**config.mk**
```make
export PLATFORM = sky130hd
export DESIGN_NAME = tpoc_top
export DESIGN_NICKNAME = d
export VERILOG_FILES = /design/src/design/tpoc_pkg.sv /design/src/design/tpoc_fifo.sv /design/src/design/tpoc_top.sv
export SDC_FILE = /design/constraint.sdc
export NUM_CORES = 1
export LEC_CHECK = 0
export ABC_AREA = 1
export ABC_CLOCK_PERIOD_IN_PS = 3300
export BUFFER_PORTS_ARGS = -buffer_cell sky130_fd_sc_hd__buf_2
export CORE_ASPECT_RATIO = 1.4
export CORE_UTILIZATION = 45
export DETAILED_ROUTE_END_ITERATION = 8
export PLACE_DENSITY = 0.66
export SETUP_SLACK_MARGIN = 0.02
export SYNTH_ARGS = -nofsm -noshare
export SYNTH_HDL_FRONTEND = slang
export SYNTH_HIERARCHICAL = 1
export SYNTH_SLANG_ARGS = --single-unit
export TNS_END_PERCENT = 30
```
**constraint.sdc**
```tcl
create_clock -name i_clock -period 3.3 [get_ports i_clock]
set_input_delay 0.66 -clock i_clock [delete_from_list [all_inputs] [get_ports i_clock]]
set_output_delay 0.66 -clock i_clock [all_outputs]
set_load 0.01 [all_outputs]
```
**src/design/tpoc_pkg.sv**
```systemverilog
// Purpose: Shared constants and types for the trace port output configuration block.
// Assumes: One core clock at 50 MHz; debug control pins arrive from another clock domain.
// Notes:   Control word field positions and reset values live here and nowhere else.
package tpoc_pkg;

	////////////////////////////////////////////////////////////////////////////////
	// Widths of the trace streams, the control word and the option straps.
	localparam int STATUS_W = 3;
	localparam int PACKET_W = 16;
	localparam int CTRL_W   = 32;
	localparam int STRAP_W  = 9;

	// Field positions inside the trace control word.
	localparam int CTRL_PWRDN_BIT  = 0;
	localparam int CTRL_HALF_BIT   = 1;
	localparam int CTRL_WIDTH_LSB  = 4;
	localparam int CTRL_WIDTH_MSB  = 6;
	localparam int CTRL_ENABLE_BIT = 11;
	localparam int CTRL_FMT_LSB    = 16;
	localparam int CTRL_FMT_MSB    = 17;

	// Option strap positions.
	localparam int STRAP_HALF_BIT  = 3;
	localparam int STRAP_WIDTH_MSB = 2;

	// Control word after reset: powered down, port off, four-bit port, normal format.
	localparam logic [CTRL_W-1:0] CTRL_RESET = 32'h0000_0001;

	// Pipeline status shown while no trace word is available.
	localparam logic [STATUS_W-1:0] STATUS_IDLE = 3'h0;

	// Synchroniser depth for pin inputs.
	localparam int SYNC_STAGES = 3;

	// Debug clock period in ns and core clock period in ns.
	localparam int DBG_CLK_NS  = 160;
	localparam int CORE_CLK_NS = 20;
	// Core cycles per debug clock period, rounded down as a longest time.
	localparam int DBG_CLK_CYC = DBG_CLK_NS / CORE_CLK_NS;

	////////////////////////////////////////////////////////////////////////////////
	// Port width selections.
	typedef enum logic [2:0]
	{
		TPOC_WIDTH_4  = 3'b000,
		TPOC_WIDTH_8  = 3'b001,
		TPOC_WIDTH_16 = 3'b010
	} tpoc_width_type;

	// Port format selections.
	typedef enum logic [1:0]
	{
		TPOC_FMT_NORMAL = 2'b00,
		TPOC_FMT_MUX    = 2'b01,
		TPOC_FMT_DEMUX  = 2'b10
	} tpoc_format_type;

	// One cycle of trace output.
	typedef struct packed
	{
		logic [STATUS_W-1:0] status;
		logic                sync;
		logic [PACKET_W-1:0] packet;
	} tpoc_word_type;

	localparam int WORD_W = $bits(tpoc_word_type);

	// Packet lane mask for a width selection; codes above sixteen bits fall back to four.
	function automatic logic [PACKET_W-1:0] tpoc_lane_mask(input logic [2:0] sel);
		logic [PACKET_W-1:0] m;
		m = 16'h000F;
		if (sel == TPOC_WIDTH_8)
		begin
			m = 16'h00FF;
		end
		else if (sel == TPOC_WIDTH_16)
		begin
			m = 16'hFFFF;
		end
		return m;
	endfunction : tpoc_lane_mask

endpackage : tpoc_pkg

```
**src/design/tpoc_fifo.sv**
```systemverilog
// Purpose: Small trace word FIFO with a registered read port.
// Assumes: Single clock, synchronous active-low reset, DEPTH a power of two.
// Notes:   The output register adds one word of slack beyond DEPTH.
`timescale 1ns/1ps
module tpoc_fifo
	import tpoc_pkg::*;
#(
	parameter int WIDTH = 20,
	parameter int DEPTH = 16
)
(
	// Clock and reset.
	input  wire logic             i_clock,
	input  wire logic             i_nrst,
	// Fill side.
	input  wire logic             i_wr_valid,
	input  wire logic [WIDTH-1:0] i_wr_data,
	output logic                  o_wr_ready,
	// Drain side.
	output logic                  o_rd_valid,
	output logic      [WIDTH-1:0] o_rd_data,
	input  wire logic             i_rd_ready
);

	localparam int AW = $clog2(DEPTH);

	////////////////////////////////////////////////////////////////////////////////
	// Refuse depths the pointer arithmetic cannot serve.
	generate
		if (DEPTH < 2 || (DEPTH & (DEPTH - 1)) != 0 || WIDTH < 1)
		begin : g_bad
			$error("tpoc_fifo needs a power-of-two DEPTH of at least two");
		end
	endgenerate

	logic [WIDTH-1:0] mem_r [DEPTH];
	logic [AW:0]      wptr_r;
	logic [AW:0]      rptr_r;
	logic             out_valid_r;
	logic [WIDTH-1:0] out_data_r;

	// Full and empty from the pointers, with the wrap bit telling them apart.
	wire logic empty  = (wptr_r == rptr_r);
	wire logic full   = (wptr_r[AW] != rptr_r[AW]) && (wptr_r[AW-1:0] == rptr_r[AW-1:0]);
	wire logic push   = i_wr_valid && !full;
	wire logic reload = !empty && (!out_valid_r || i_rd_ready);

	assign o_wr_ready = !full;
	assign o_rd_valid = out_valid_r;
	assign o_rd_data  = out_data_r;

	////////////////////////////////////////////////////////////////////////////////
	// Storage has no reset; only the pointers and the output valid flag carry control state.
	always_ff @(posedge i_clock)
	begin
		if (push)
		begin
			mem_r[wptr_r[AW-1:0]] <= i_wr_data;
		end
	end

	// Pointers advance on accepted pushes and on reloads of the output register.
	always_ff @(posedge i_clock)
	begin
		if (!i_nrst)
		begin
			wptr_r <= '0;
			rptr_r <= '0;
		end
		else
		begin
			wptr_r <= push ? wptr_r + 1'b1 : wptr_r;
			rptr_r <= reload ? rptr_r + 1'b1 : rptr_r;
		end
	end

	// Read data comes out of a register so the drain side sees no memory path.
	always_ff @(posedge i_clock)
	begin
		if (!i_nrst)
		begin
			out_valid_r <= 1'b0;
			out_data_r  <= '0;
		end
		else if (reload)
		begin
			out_valid_r <= 1'b1;
			out_data_r  <= mem_r[rptr_r[AW-1:0]];
		end
		else if (i_rd_ready)
		begin
			out_valid_r <= 1'b0;
		end
	end

endmodule : tpoc_fifo

```
**src/design/tpoc_top.sv**
```systemverilog
// Purpose: Trace port output stage and configuration outputs of the trace macrocell.
// Assumes: Debug control pins change on their own clock and hold data across its rising edge.
// Notes:   Pin sharing, format muxing and the exported clock are built outside this block.
`timescale 1ns/1ps

module tpoc_top
	import tpoc_pkg::*;
#(
	parameter int FIFO_DEPTH = 16
)
(
	// Clock and reset.
	input  wire logic                i_clock,
	input  wire logic                i_nrst,
	// Option straps from tie cells.
	input  wire logic [STRAP_W-1:0]  i_option_straps,
	// Debug control write pins, on the debugger's clock.
	input  wire logic                i_dbg_clk,
	input  wire logic                i_dbg_wr,
	input  wire logic [CTRL_W-1:0]   i_dbg_data,
	// Trace words from the trace generator.
	input  wire logic                i_trace_valid,
	input  wire tpoc_word_type       i_trace_word,
	output logic                     o_trace_ready,
	// Trace output streams.
	output logic [STATUS_W-1:0]      o_pipeline_status_bus,
	output logic                     o_trace_sync_flag,
	output logic [PACKET_W-1:0]      o_trace_packet_bus,
	// Configuration outputs for chip-level pin logic.
	output logic                     o_trace_port_enable,
	output logic [2:0]               o_port_width_select,
	output logic [1:0]               o_port_format_select,
	output logic                     o_half_rate_output,
	output logic                     o_power_down_output,
	// State for debug software to read.
	output logic [STRAP_W-1:0]       o_option_straps,
	output logic [CTRL_W-1:0]        o_ctrl_readback
);

	localparam int PIN_W = 2 + CTRL_W + STRAP_W;

	////////////////////////////////////////////////////////////////////////////////
	// Refuse a buffer too shallow to ride out a debugger write.
	generate
		if (FIFO_DEPTH < 2)
		begin : g_bad
			$error("tpoc_top needs FIFO_DEPTH of at least two");
		end
	endgenerate

	////////////////////////////////////////////////////////////////////////////////
	// Pin synchronisers: three stages, a change is taken once stages two and three agree.
	logic [PIN_W-1:0] s1_r;
	logic [PIN_W-1:0] s2_r;
	logic [PIN_W-1:0] s3_r;
	logic [PIN_W-1:0] pin_r;
	logic [PIN_W-1:0] pin_nxt;
	logic             dbg_clk_prev_r;

	wire logic [PIN_W-1:0] pin_raw = {i_dbg_clk, i_dbg_wr, i_dbg_data, i_option_straps};

	// Bitwise agreement filter: take stage two where it matches stage three, else hold.
	assign pin_nxt = (s2_r & s3_r) | (pin_r & (s2_r | s3_r));

	// Chain stays short: only stage two reads stage one.
	always_ff @(posedge i_clock)
	begin
		if (!i_nrst)
		begin
			s1_r  <= '0;
			s2_r  <= '0;
			s3_r  <= '0;
			pin_r <= '0;
		end
		else
		begin
			s1_r  <= pin_raw;
			s2_r  <= s1_r;
			s3_r  <= s2_r;
			pin_r <= pin_nxt;
		end
	end

	// Filtered pin fields.
	wire logic                dbg_clk_f  = pin_r[PIN_W-1];
	wire logic                dbg_wr_f   = pin_r[PIN_W-2];
	wire logic [CTRL_W-1:0]   dbg_data_f = pin_r[STRAP_W +: CTRL_W];
	wire logic [STRAP_W-1:0]  straps_f   = pin_r[STRAP_W-1:0];

	// A debug write lands on a filtered rising edge of the debug clock.
	wire logic dbg_edge = dbg_clk_f && !dbg_clk_prev_r;
	wire logic ctrl_load = dbg_edge && dbg_wr_f;

	always_ff @(posedge i_clock)
	begin
		if (!i_nrst)
		begin
			dbg_clk_prev_r <= 1'b0;
		end
		else
		begin
			dbg_clk_prev_r <= dbg_clk_f;
		end
	end

	////////////////////////////////////////////////////////////////////////////////
	// Trace control word; reset leaves the port off and a four-bit port chosen.
	logic [CTRL_W-1:0]  ctrl_r;
	logic [STRAP_W-1:0] straps_r;

	always_ff @(posedge i_clock)
	begin
		if (!i_nrst)
		begin
			ctrl_r <= CTRL_RESET;
		end
		else if (ctrl_load)
		begin
			ctrl_r <= dbg_data_f;
		end
	end

	// Straps are caught after reset release, never by the reset itself.
	always_ff @(posedge i_clock)
	begin
		if (!i_nrst)
		begin
			straps_r <= '0;
		end
		else
		begin
			straps_r <= straps_f;
		end
	end

	////////////////////////////////////////////////////////////////////////////////
	// Configuration outputs decoded from the control word.
	wire logic       enable_bit = ctrl_r[CTRL_ENABLE_BIT];
	wire logic       pwrdn_bit  = ctrl_r[CTRL_PWRDN_BIT];
	wire logic [2:0] width_sel  = ctrl_r[CTRL_WIDTH_MSB:CTRL_WIDTH_LSB];
	wire logic [1:0] format_sel = ctrl_r[CTRL_FMT_MSB:CTRL_FMT_LSB];
	// Half rate only in normal format, and only where the straps say the chip has it.
	wire logic       half_ok    = (format_sel == TPOC_FMT_NORMAL) && straps_r[STRAP_HALF_BIT];

	assign o_trace_port_enable  = enable_bit;
	assign o_port_width_select  = width_sel;
	assign o_port_format_select = format_sel;
	assign o_half_rate_output   = ctrl_r[CTRL_HALF_BIT] && half_ok;
	assign o_power_down_output  = pwrdn_bit;
	assign o_option_straps      = straps_r;
	assign o_ctrl_readback      = ctrl_r;

	////////////////////////////////////////////////////////////////////////////////
	// Trace word buffer; a full buffer stalls the trace generator.
	logic             fifo_rd_valid;
	logic [WORD_W-1:0] fifo_rd_data;

	// Drain every cycle unless powered down; a disabled port drains and drops words.
	wire logic fifo_pop = !pwrdn_bit;

	tpoc_fifo #(
		.WIDTH (WORD_W),
		.DEPTH (FIFO_DEPTH)
	) u_fifo (
		.i_clock    (i_clock),
		.i_nrst     (i_nrst),
		.i_wr_valid (i_trace_valid),
		.i_wr_data  (i_trace_word),
		.o_wr_ready (o_trace_ready),
		.o_rd_valid (fifo_rd_valid),
		.o_rd_data  (fifo_rd_data),
		.i_rd_ready (fifo_pop)
	);

	////////////////////////////////////////////////////////////////////////////////
	// Output stage: a live word when the port is on and not powered down, otherwise idle levels.
	tpoc_word_type out_r;
	tpoc_word_type out_nxt;

	wire tpoc_word_type head = tpoc_word_type'(fifo_rd_data);
	// Lanes above the selected width stay low so shared pins see no trace toggling.
	wire logic [PACKET_W-1:0] lane_mask = tpoc_lane_mask(width_sel);
	wire logic live = fifo_rd_valid && fifo_pop && enable_bit;

	assign out_nxt.status = live ? head.status : STATUS_IDLE;
	assign out_nxt.sync   = live ? head.sync : 1'b0;
	assign out_nxt.packet = live ? (head.packet & lane_mask) : '0;

	always_ff @(posedge i_clock)
	begin
		if (!i_nrst)
		begin
			out_r <= '{status: STATUS_IDLE, sync: 1'b0, packet: '0};
		end
		else
		begin
			out_r <= out_nxt;
		end
	end

	assign o_pipeline_status_bus = out_r.status;
	assign o_trace_sync_flag     = out_r.sync;
	assign o_trace_packet_bus    = out_r.packet;
endmodule : tpoc_top

```
==> impl_metrics.env, run 1 <==
export IMPL_status="completed"
export IMPL_rows=96
export IMPL_chipHeight_um=266
export IMPL_critPathCaptureType="primary output"
export IMPL_syn_area_sq_um=22400
export IMPL_detail_route_iter0_violations=833
export IMPL_vias=15200
export IMPL_ir_drop_v=0.000470
export IMPL_ant_nets=0
export IMPL_skew_ps=38.1
export IMPL_cts_resized=0
export IMPL_cts_tree="yes"
export IMPL_pre_cts_ws_ps=929
export IMPL_p_leak_nw=11.9
export IMPL_power_per_cell_area_nw_per_um2=691
export IMPL_yosysWarnings=6
export IMPL_core_area_sq_um=49100
export IMPL_track_usage_pct=19.5
export IMPL_synth_cell_types=28
export IMPL_arrival_ps=2030
export IMPL_die_x_um=191
export IMPL_grt_max_degree=162
export IMPL_numPortBuffers=135
export IMPL_die_area_sq_um=50700
export IMPL_routabilityCongestion=0.835
export IMPL_grt_overflow_total=0
export IMPL_min_period_ps=2690
export IMPL_dp_hpwl_mm=30.2
export IMPL_wl_mm=49.0
export IMPL_hold_class="in -> reg"
export IMPL_cts_sinks=585
export IMPL_synth_area_per_cell_sq_um=9.52
export IMPL_clock_latency_ps=630
export IMPL_finalMaxSlewViolations=0
export IMPL_synth_top_area_share_pct=42.8
export IMPL_drive_above_1_share_pct=12.4
export IMPL_fin_tns_setup_ps=0
export IMPL_drv_cap=0
export IMPL_postCtsSetupBuffers=0
export IMPL_htreeDepth=2
export IMPL_fmax_mhz=372
export IMPL_antenna_found_initial=0
export IMPL_startpoint_type="flip-flop"
export IMPL_syn_inst=2355
export IMPL_rsz0062_at_grt="false"
export IMPL_clock_path_buffers=3
export IMPL_maxSlewHeadroom_pct=27.7
export IMPL_synth_area_leaders="edfxtp_1, dfxtp_1, nand2_1"
export IMPL_setup_ws_ps=612
export IMPL_hold_viol=0
export IMPL_worstPathRequired_ps=2640
export IMPL_ctsRootBufferMaster="clkbuf_16"
export IMPL_area_growth_pct=13.2
export IMPL_crit_path_max_fanout=42
export IMPL_grt_pass1_wl_mm=77.0
export IMPL_clk_pin_slew_ps=60
export IMPL_cp_slowest_stage_delay_ps=680
export IMPL_yosys_area_top_type="edfxtp_1"
export IMPL_final_cell_mix="nand2_1, inv_1, edfxtp_1"
export IMPL_cts_hold_buffers=0
export IMPL_timing_final_crit_share_pct=81.4
export IMPL_fillerInstances=4381
export IMPL_ys_seq_area_share_pct=66.5
export IMPL_finalSetupViolations=0
export IMPL_numCtsBuffers=54
export IMPL_synth_nets=2426
export IMPL_critPathKind="reg -> out"
export IMPL_io_pin_count=136
export IMPL_diodes=0
export IMPL_remaining_drc_errors=0
export IMPL_start_util_pct=45.6
export IMPL_wl_per_cell_um=15.5
export IMPL_path_cells="inv_4 > nand2_1 > nand2_1 > nor2_4 > nand3b_2 > buf_2"
export IMPL_grt_pass1_vias=14800
export IMPL_slowest_stage="dfxtp_4"
export IMPL_final_common_cell="nand2_1"
export IMPL_ys_ff_latch=585
export IMPL_drt_pass1_iter_count=5
export IMPL_via_per_inst=4.80
export IMPL_nets=2547
export IMPL_worst_pin_slew_ps=1080
export IMPL_crit_top_cell="nand2_1"
-- layer usage --
layer	track usage [%]	wire length, um	vias up
met4	7.52	1600	0
li1	-	-	7543
met5	0	0	-
met3	3.07	2260	104
met2	34.8	24500	381
met1	23.2	20600	7141
-- cell families after synthesis --
family	Yosys count	share of synthesized area (%)
xor gates and xnor gates	7	0.273
adders and majority gates	5	0.279
AOI/OAI and AO/OA	188	4.41
and+or+nand+nor	1049	18.8
buffers and inverters	521	9.74
DFF	585	66.5
-- stage by stage --
step                utilization, %  power [mW]  instance area (sq um)  hold WS [ps]  instances
CTS                           51.7        17.7                  25400           196       3157
global route                  51.7        18.4                  25400           213       3157
finish                        51.7        17.5                  25400           236       3157
detailed placement            48.2        11.7                  23700           398       3057
global placement              48.2        11.6                  23700           393       3057
floorplan                        -        10.8                  22400           390       2355
-- synth_stat cells, drive strengths merged --
cell,number
a21oi,61
xnor2,3
clkbuf,17
edfxtp,320
o21ai,127
inv,412
clkinv,1
buf,91
nand3,155
ha,5
nand4,1
nand2,567
nand3b,1
nor2,324
xor2,4
dfxtp,265
nor3,1
-- registers in the layout (all words and copies together) (netlist names), 3 cells and up --
signal                 flops
u_fifo/mem_r             320
pin_r                     43
s1_r                      43
s2_r                      43
s3_r                      43
o_ctrl_readback           32
u_fifo/o_rd_data          20
o_trace_packet_bus        16
o_option_straps            9
u_fifo/rptr_r              5
u_fifo/wptr_r              5
o_pipeline_status_bus      3
-- layout make-up --
cell class              instances  area, sq um  area share [%]
clock buffers                  68         1460            5.73
clock inverters                32          260            1.02
inverters                     413         1550            6.11
multi-input cells            1249         5370            21.1
flip-flops and latches        585        14900            58.7
well taps                     637          797            3.14
repair buffers                173         1040            4.10
-- critical path, delay by kind of cell, from the launching register on --
kind | cells | cell delay [ps]
simple gates | 4 | 440
buf+inv | 2 | 280
flops | 1 | 680
-- power breakdown --
group          internal (mW)  total (mW)  leakage, nW  switching [mW]
combinational           1.05        3.36         6.03            2.31
clock                   3.30        5.99        0.841            2.69
sequential              7.93        8.19         5.05           0.259
total                   12.3        17.5         11.9            5.26
-- path summary, 6_finish.rpt --
kind                   endpoint  cells past startpoint          startpoint  slack [ps]
min reg2reg            s2_r[12]                      2            s1_r[12]         410
max reg2reg  u_fifo/mem_r[4][7]                      9    u_fifo/rptr_r[0]         890
max               o_trace_ready                      6    u_fifo/rptr_r[0]         610
min                     s1_r[6]                      3  i_option_straps[6]         240
No activity file was read; power rests on OpenSTA's default activity.
==> inputs of run 2 (changes only) <==
Settings changed: ABC_CLOCK_PERIOD_IN_PS 3300 to 2700.
Clock period 3.3 ns to 2.7 ns, I/O delays scaled along.
==> run 2 against run 1 <==
Net effect: critical path depth did not move; global-route usage fell by 0.075 points; design area rose by 0.58%; sequential share of layout area fell by 0.34 points; critical endpoint unchanged.
==> impl_metrics.env, run 2 (synthesized netlist as in run 1, its figures left out) <==
export IMPL_worstReg2RegEnd="u_fifo/mem_r[1][2]"
export IMPL_power_total_mw=22.1
export IMPL_numCtsBuffers=56
export IMPL_worstPathRequired_ps=2160
export IMPL_core_area_sq_um=49100
export IMPL_final_cell_mix="nand2_1, inv_1, edfxtp_1"
export IMPL_remaining_drc_errors=0
export IMPL_hold_start="i_dbg_data[14]"
export IMPL_hold_path_endpoint="s1_r[23]"
export IMPL_final_common_cell="nand2_1"
export IMPL_cts_tree="yes"
export IMPL_rows=96
export IMPL_fillerInstances=4359
export IMPL_diodes=0
export IMPL_final_util_pct=52.0
export IMPL_ctsRootBufferMaster="clkbuf_16"
export IMPL_largest_reg_flops=320
export IMPL_wl_per_cell_um=15.5
export IMPL_pre_cts_ws_ps=543
export IMPL_skew_ps=20.8
export IMPL_clock_path_buffers=3
export IMPL_drive_above_1_share_pct=12.2
export IMPL_hold_viol=0
export IMPL_min_path_cells=3
export IMPL_rsz0062_at_grt="false"
export IMPL_cts_hold_buffers=0
export IMPL_dp_hpwl_mm=30.4
export IMPL_whs_ps=107
export IMPL_arrival_ps=1850
export IMPL_ant_nets=0
export IMPL_timing_final_crit_share_pct=88.5
export IMPL_timing_reg2reg_setup_slack_ps=520
export IMPL_fin_cells=3160
export IMPL_grt_overflow_total=0
export IMPL_cts_sinks=585
export IMPL_detail_route_iter0_violations=916
export IMPL_drt_pass1_iter_count=7
export IMPL_ir_drop_v=0.000690
export IMPL_min_period_ps=2390
export IMPL_fmax_mhz=418
export IMPL_clock_latency_ps=620
export IMPL_cts_resized=0
export IMPL_hold_class="in -> reg"
export IMPL_chipHeight_um=266
export IMPL_numPortBuffers=135
export IMPL_vias=15200
export IMPL_timing_rr_start="u_fifo/rptr_r[4]"
export IMPL_die_area_sq_um=50700
export IMPL_critPathCaptureType="primary output"
export IMPL_fin_area_sq_um=25500
export IMPL_routabilityCongestion=0.850
export IMPL_grt_pass1_wl_mm=76.6
export IMPL_grt_max_degree=162
export IMPL_postCtsSetupBuffers=0
export IMPL_status="completed"
export IMPL_finalMaxSlewViolations=0
export IMPL_critPathKind="reg -> out"
export IMPL_nets=2548
export IMPL_drv_cap=0
export IMPL_clk_pin_slew_ps=60
export IMPL_startpoint_type="flip-flop"
export IMPL_grt_pass1_vias=14800
export IMPL_placedInstanceArea_sq_um=23700
export IMPL_worst_pin_slew_ps=754
export IMPL_power_per_cell_area_nw_per_um2=863
export IMPL_htreeDepth=2
export IMPL_reg2reg_depth=7
export IMPL_die_x_um=191
export IMPL_maxSlewHeadroom_pct=49.7
export IMPL_area_growth_pct=13.9
export IMPL_track_usage_pct=19.4
export IMPL_antenna_found_initial=0
export IMPL_finalSetupViolations=0
export IMPL_wl_mm=49.0
export IMPL_fin_tns_setup_ps=0
export IMPL_via_per_inst=4.82
export IMPL_io_pin_count=136
export IMPL_start_util_pct=45.6
export IMPL_setup_ws_ps=310
export IMPL_p_leak_nw=12.0
export IMPL_dp_cells=3056
export IMPL_crit_path_max_fanout=8
-- run 2: cell count changes in the layout (fill, tap and decap cells not counted), moves of 3 or more --
cell,previous run,this run
clkbuf_1,8,16
clkinv_2,13,6
clkbuf_16,54,58
bufinv_16,2,5
clkinvlp_4,4,1
-- run 2: layout make-up --
type | count | area (sq um) | share of cell area, %
clock buffers | 81 | 1590 | 6.24
clock inverters | 23 | 278 | 1.09
inverters | 413 | 1550 | 6.08
multi-input cells | 1249 | 5370 | 21.0
flip-flops and latches | 585 | 14900 | 58.4
well taps | 637 | 797 | 3.12
repair buffers | 172 | 1030 | 4.05
-- run 2: routing by layer --
| metal | vias to the layer above | global-route usage, % | wire, um |
|---|---|---|---|
| li1 | 7552 | - | - |
| met1 | 7150 | 22.9 | 19900 |
| met2 | 440 | 35.2 | 24900 |
| met3 | 100 | 3.25 | 2920 |
| met4 | 0 | 6.44 | 1330 |
| met5 | - | 0 | 0 |
-- run 2: worst max-delay path: stages (launching register included) --
cell	delay [ps]
dfxtp_1	490
inv_2	90
nand2_1	70
nand2_1	80
nor2_4	170
nand3b_2	150
buf_2	190
-- run 2: how the worst max path moves through the flow --
| stage | slack [ps] | cells past startpoint | from | end |
|---|---|---|---|---|
| final | 310 | 6 | u_fifo/wptr_r[2] | o_trace_ready |
| after global placement | 670 | 9 | u_fifo/wptr_r[2] | u_fifo/mem_r[2][12] |
| after floorplan | 250 | 10 | u_fifo/rptr_r[0] | u_fifo/mem_r[0][0] |
| after detailed placement | 540 | 7 | u_fifo/rptr_r[4] | u_fifo/mem_r[14][16] |
| after CTS | 300 | 6 | u_fifo/wptr_r[2] | o_trace_ready |
| after global routing | 210 | 6 | u_fifo/wptr_r[2] | o_trace_ready |
-- run 2: where the power goes --
part / leakage (nW) / switching, mW / internal, mW / total, mW
combinational: 6.03 / 2.99 / 1.29 / 4.28
sequential: 5.05 / 0.206 / 9.70 / 9.90
clock: 0.911 / 3.28 / 4.58 / 7.87
total: 12.0 / 6.48 / 15.6 / 22.1
==> inputs of run 3 (changes only) <==
Settings changed: ABC_AREA 1 to 0, CORE_MARGIN set to 4, MAX_ROUTING_LAYER set to met4.
==> run 3 against run 2 <==
Net effect: worst setup slack worse by 120 ps; sequential share of layout area increased by 3.0 points; die area is 1.7% lower; critical endpoint unchanged; critical path depth shrank 1; synthesized cell count fell by 42%; area after synthesis decreased by 7.0%; count of clock-buffer cells in the layout down 8; register-to-register slack improved by 20 ps.
==> impl_metrics.env, run 3 <==
export IMPL_routabilityCongestion=0.787
export IMPL_placedInstanceArea_sq_um=22300
export IMPL_seq_power_share_pct=49.4
export IMPL_critPathCaptureType="primary output"
export IMPL_wl_per_cell_um=18.7
export IMPL_syn_area_sq_um=20800
export IMPL_fillerInstances=3717
export IMPL_setup_ws_ps=186
export IMPL_core_area_sq_um=46000
export IMPL_critPathKind="reg -> out"
export IMPL_ys_top_cells_by_count="edfxtp_1, dfxtp_1, and2_1"
export IMPL_hold_start="i_dbg_data[6]"
export IMPL_cts_hold_buffers=0
export IMPL_yosysWarnings=6
export IMPL_final_cell_mix="edfxtp_1, dfxtp_1, and2_1"
export IMPL_largest_reg_flops=320
export IMPL_ys_seq_area_share_pct=71.5
export IMPL_antenna_found_initial=0
export IMPL_wl_mm=40.7
export IMPL_fmax_mhz=398
export IMPL_skew_ps=14.8
export IMPL_synth_fa_ha_area_share_pct=0.300
export IMPL_power_per_cell_area_nw_per_um2=824
export IMPL_hold_viol=0
export IMPL_synth_area_leaders="edfxtp_1, dfxtp_1, mux4_2"
export IMPL_grt_pass1_wl_mm=64.1
export IMPL_finalSetupViolations=0
export IMPL_synth_most_common_cell="edfxtp_1"
export IMPL_synth_top_family_by_area="multiplexers"
export IMPL_rows=93
export IMPL_die_x_um=190
export IMPL_p_clk_share_pct=41.0
export IMPL_fin_area_sq_um=24300
export IMPL_ys_ff_latch=585
export IMPL_area_growth_pct=16.6
export IMPL_numCtsBuffers=55
export IMPL_final_common_cell="edfxtp_1"
export IMPL_p_leak_nw=8.45
export IMPL_cts_resized=0
export IMPL_status="completed"
export IMPL_switchingPower_mw=4.51
export IMPL_worst_pin_slew_ps=594
export IMPL_drt_pass1_iter_count=5
export IMPL_synth_nets=1431
export IMPL_grt_overflow_total=0
export IMPL_synthSimpleGateAreaFrac_pct=8.91
export IMPL_htreeDepth=2
export IMPL_clk_pin_slew_ps=60
export IMPL_cts_sinks=585
export IMPL_vias=11100
export IMPL_nets=1580
export IMPL_synth_area_mux_share_pct=11.3
export IMPL_detail_route_iter0_violations=656
export IMPL_synth_flop_cell="edfxtp_1"
export IMPL_track_usage_pct=16.7
export IMPL_synth_async_reset_ratio_pct=0
export IMPL_rsz0062_at_grt="false"
export IMPL_postCtsSetupBuffers=0
export IMPL_multiInputGateArea_sq_um=5470
export IMPL_synth_edf_count=320
export IMPL_io_pin_count=136
export IMPL_start_util_pct=45.4
export IMPL_ir_drop_v=0.000488
export IMPL_clock_latency_ps=590
export IMPL_syn_inst=1360
export IMPL_synth_xor_area_share_pct=0.462
export IMPL_min_period_ps=2510
export IMPL_ant_nets=0
export IMPL_pre_cts_ws_ps=563
export IMPL_die_area_sq_um=49900
export IMPL_startpoint="u_fifo/wptr_r[3]"
export IMPL_timing_rr_start="u_fifo/wptr_r[3]"
export IMPL_arrival_ps=1970
export IMPL_synth_compound_area_share_pct=5.25
export IMPL_p_int_mw=15.5
export IMPL_worstPathRequired_ps=2160
export IMPL_drv_cap=0
export IMPL_combPwrFrac_pct=9.5
export IMPL_dp_hpwl_mm=26.3
export IMPL_synth_area_per_cell_sq_um=15.3
export IMPL_clock_path_buffers=3
export IMPL_yosys_area_top_type="edfxtp_1"
export IMPL_startpoint_type="flip-flop"
export IMPL_drive_above_1_share_pct=23.9
export IMPL_synth_cell_types=44
export IMPL_fin_tns_setup_ps=0
export IMPL_ctsRootBufferMaster="clkbuf_16"
export IMPL_regArea_sq_um=14900
export IMPL_power_total_mw=20.0
export IMPL_finalMaxSlewViolations=0
export IMPL_cts_tree="yes"
export IMPL_remaining_drc_errors=0
export IMPL_synth_top_area_share_pct=46.1
export IMPL_numPortBuffers=135
export IMPL_timing_final_crit_share_pct=93.1
export IMPL_grt_max_degree=133
export IMPL_crit_path_max_fanout=8
export IMPL_grt_pass1_vias=11300
export IMPL_chipHeight_um=263
export IMPL_switching_share_pct=22.5
export IMPL_hold_class="in -> reg"
export IMPL_via_per_inst=5.10
export IMPL_maxSlewHeadroom_pct=60.4
==> run 3: routing by layer <==
layer | part of all wire [%] | vias to the layer above | global-route usage [%]
met5 | 0 | - | -
met4 | 2.4 | 0 | 4.79
met3 | 4.7 | 68 | 2.83
met2 | 50 | 236 | 27.6
met1 | 43 | 5504 | 21.5
li1 | - | 5272 | -
==> run 3: logic make-up (layout without fill, tap and decap cells) <==
kind of cell / Yosys count / count (layout)
XOR/XNOR: 11 / 11
other: 0 / 1
AND/OR/NAND/NOR: 335 / 335
flip-flops: 585 / 585
adder cells (fa/ha/maj): 5 / 5
buffers and inverters: 95 / 291
multiplexers: 157 / 157
AO/OA/AOI/OAI: 172 / 172
==> run 3: through the flow <==
step | hold slack (ps) | util [%] | instances
4_1_cts | 127 | 52.9 | 2173
3_5_place_dp | 419 | 48.5 | 2069
5_1_grt | 132 | 52.9 | 2173
3_3_place_gp | 416 | 48.5 | 2069
2_1_floorplan | 412 | - | 1360
6_report | 161 | 52.9 | 2174
==> run 3: cell type report <==
cell class	instances	area share, %
sequential	585	61.4
timing repair buffer	176	4.54
antenna	1	0.0103
clock buffer	73	6.66
tap	617	3.18
multi-input combinational	680	22.5
clock inverter	31	1.52
inverter	11	0.170
==> run 3: power groups by stage <==
stage	clock (mW)	sequential [mW]	combinational, mW
6_report	8.21	9.90	1.91
3_5_place_dp	0	10.1	1.93
2_1_floorplan	0	9.98	1.41
5_1_grt	8.81	9.93	2.10
4_1_cts	8.43	9.90	1.94
3_3_place_gp	0	10.1	1.90
==> run 3: final timing paths <==
kind | endpoint | slack (ps) | cells past startpoint
setup / recovery | o_trace_ready | 190 | 5
hold / removal | s1_r[15] | 160 | 2
setup reg to reg | u_fifo/mem_r[3][5] | 540 | 7
hold reg to reg | s2_r[36] | 430 | 1
==> run 3: critical path, stage by stage, from the launching register on <==
cell     delay (ps)
dfxtp_1         510
xor2_1          170
nor4_4          270
buf_4           200
nand2_1          60
buf_2           160
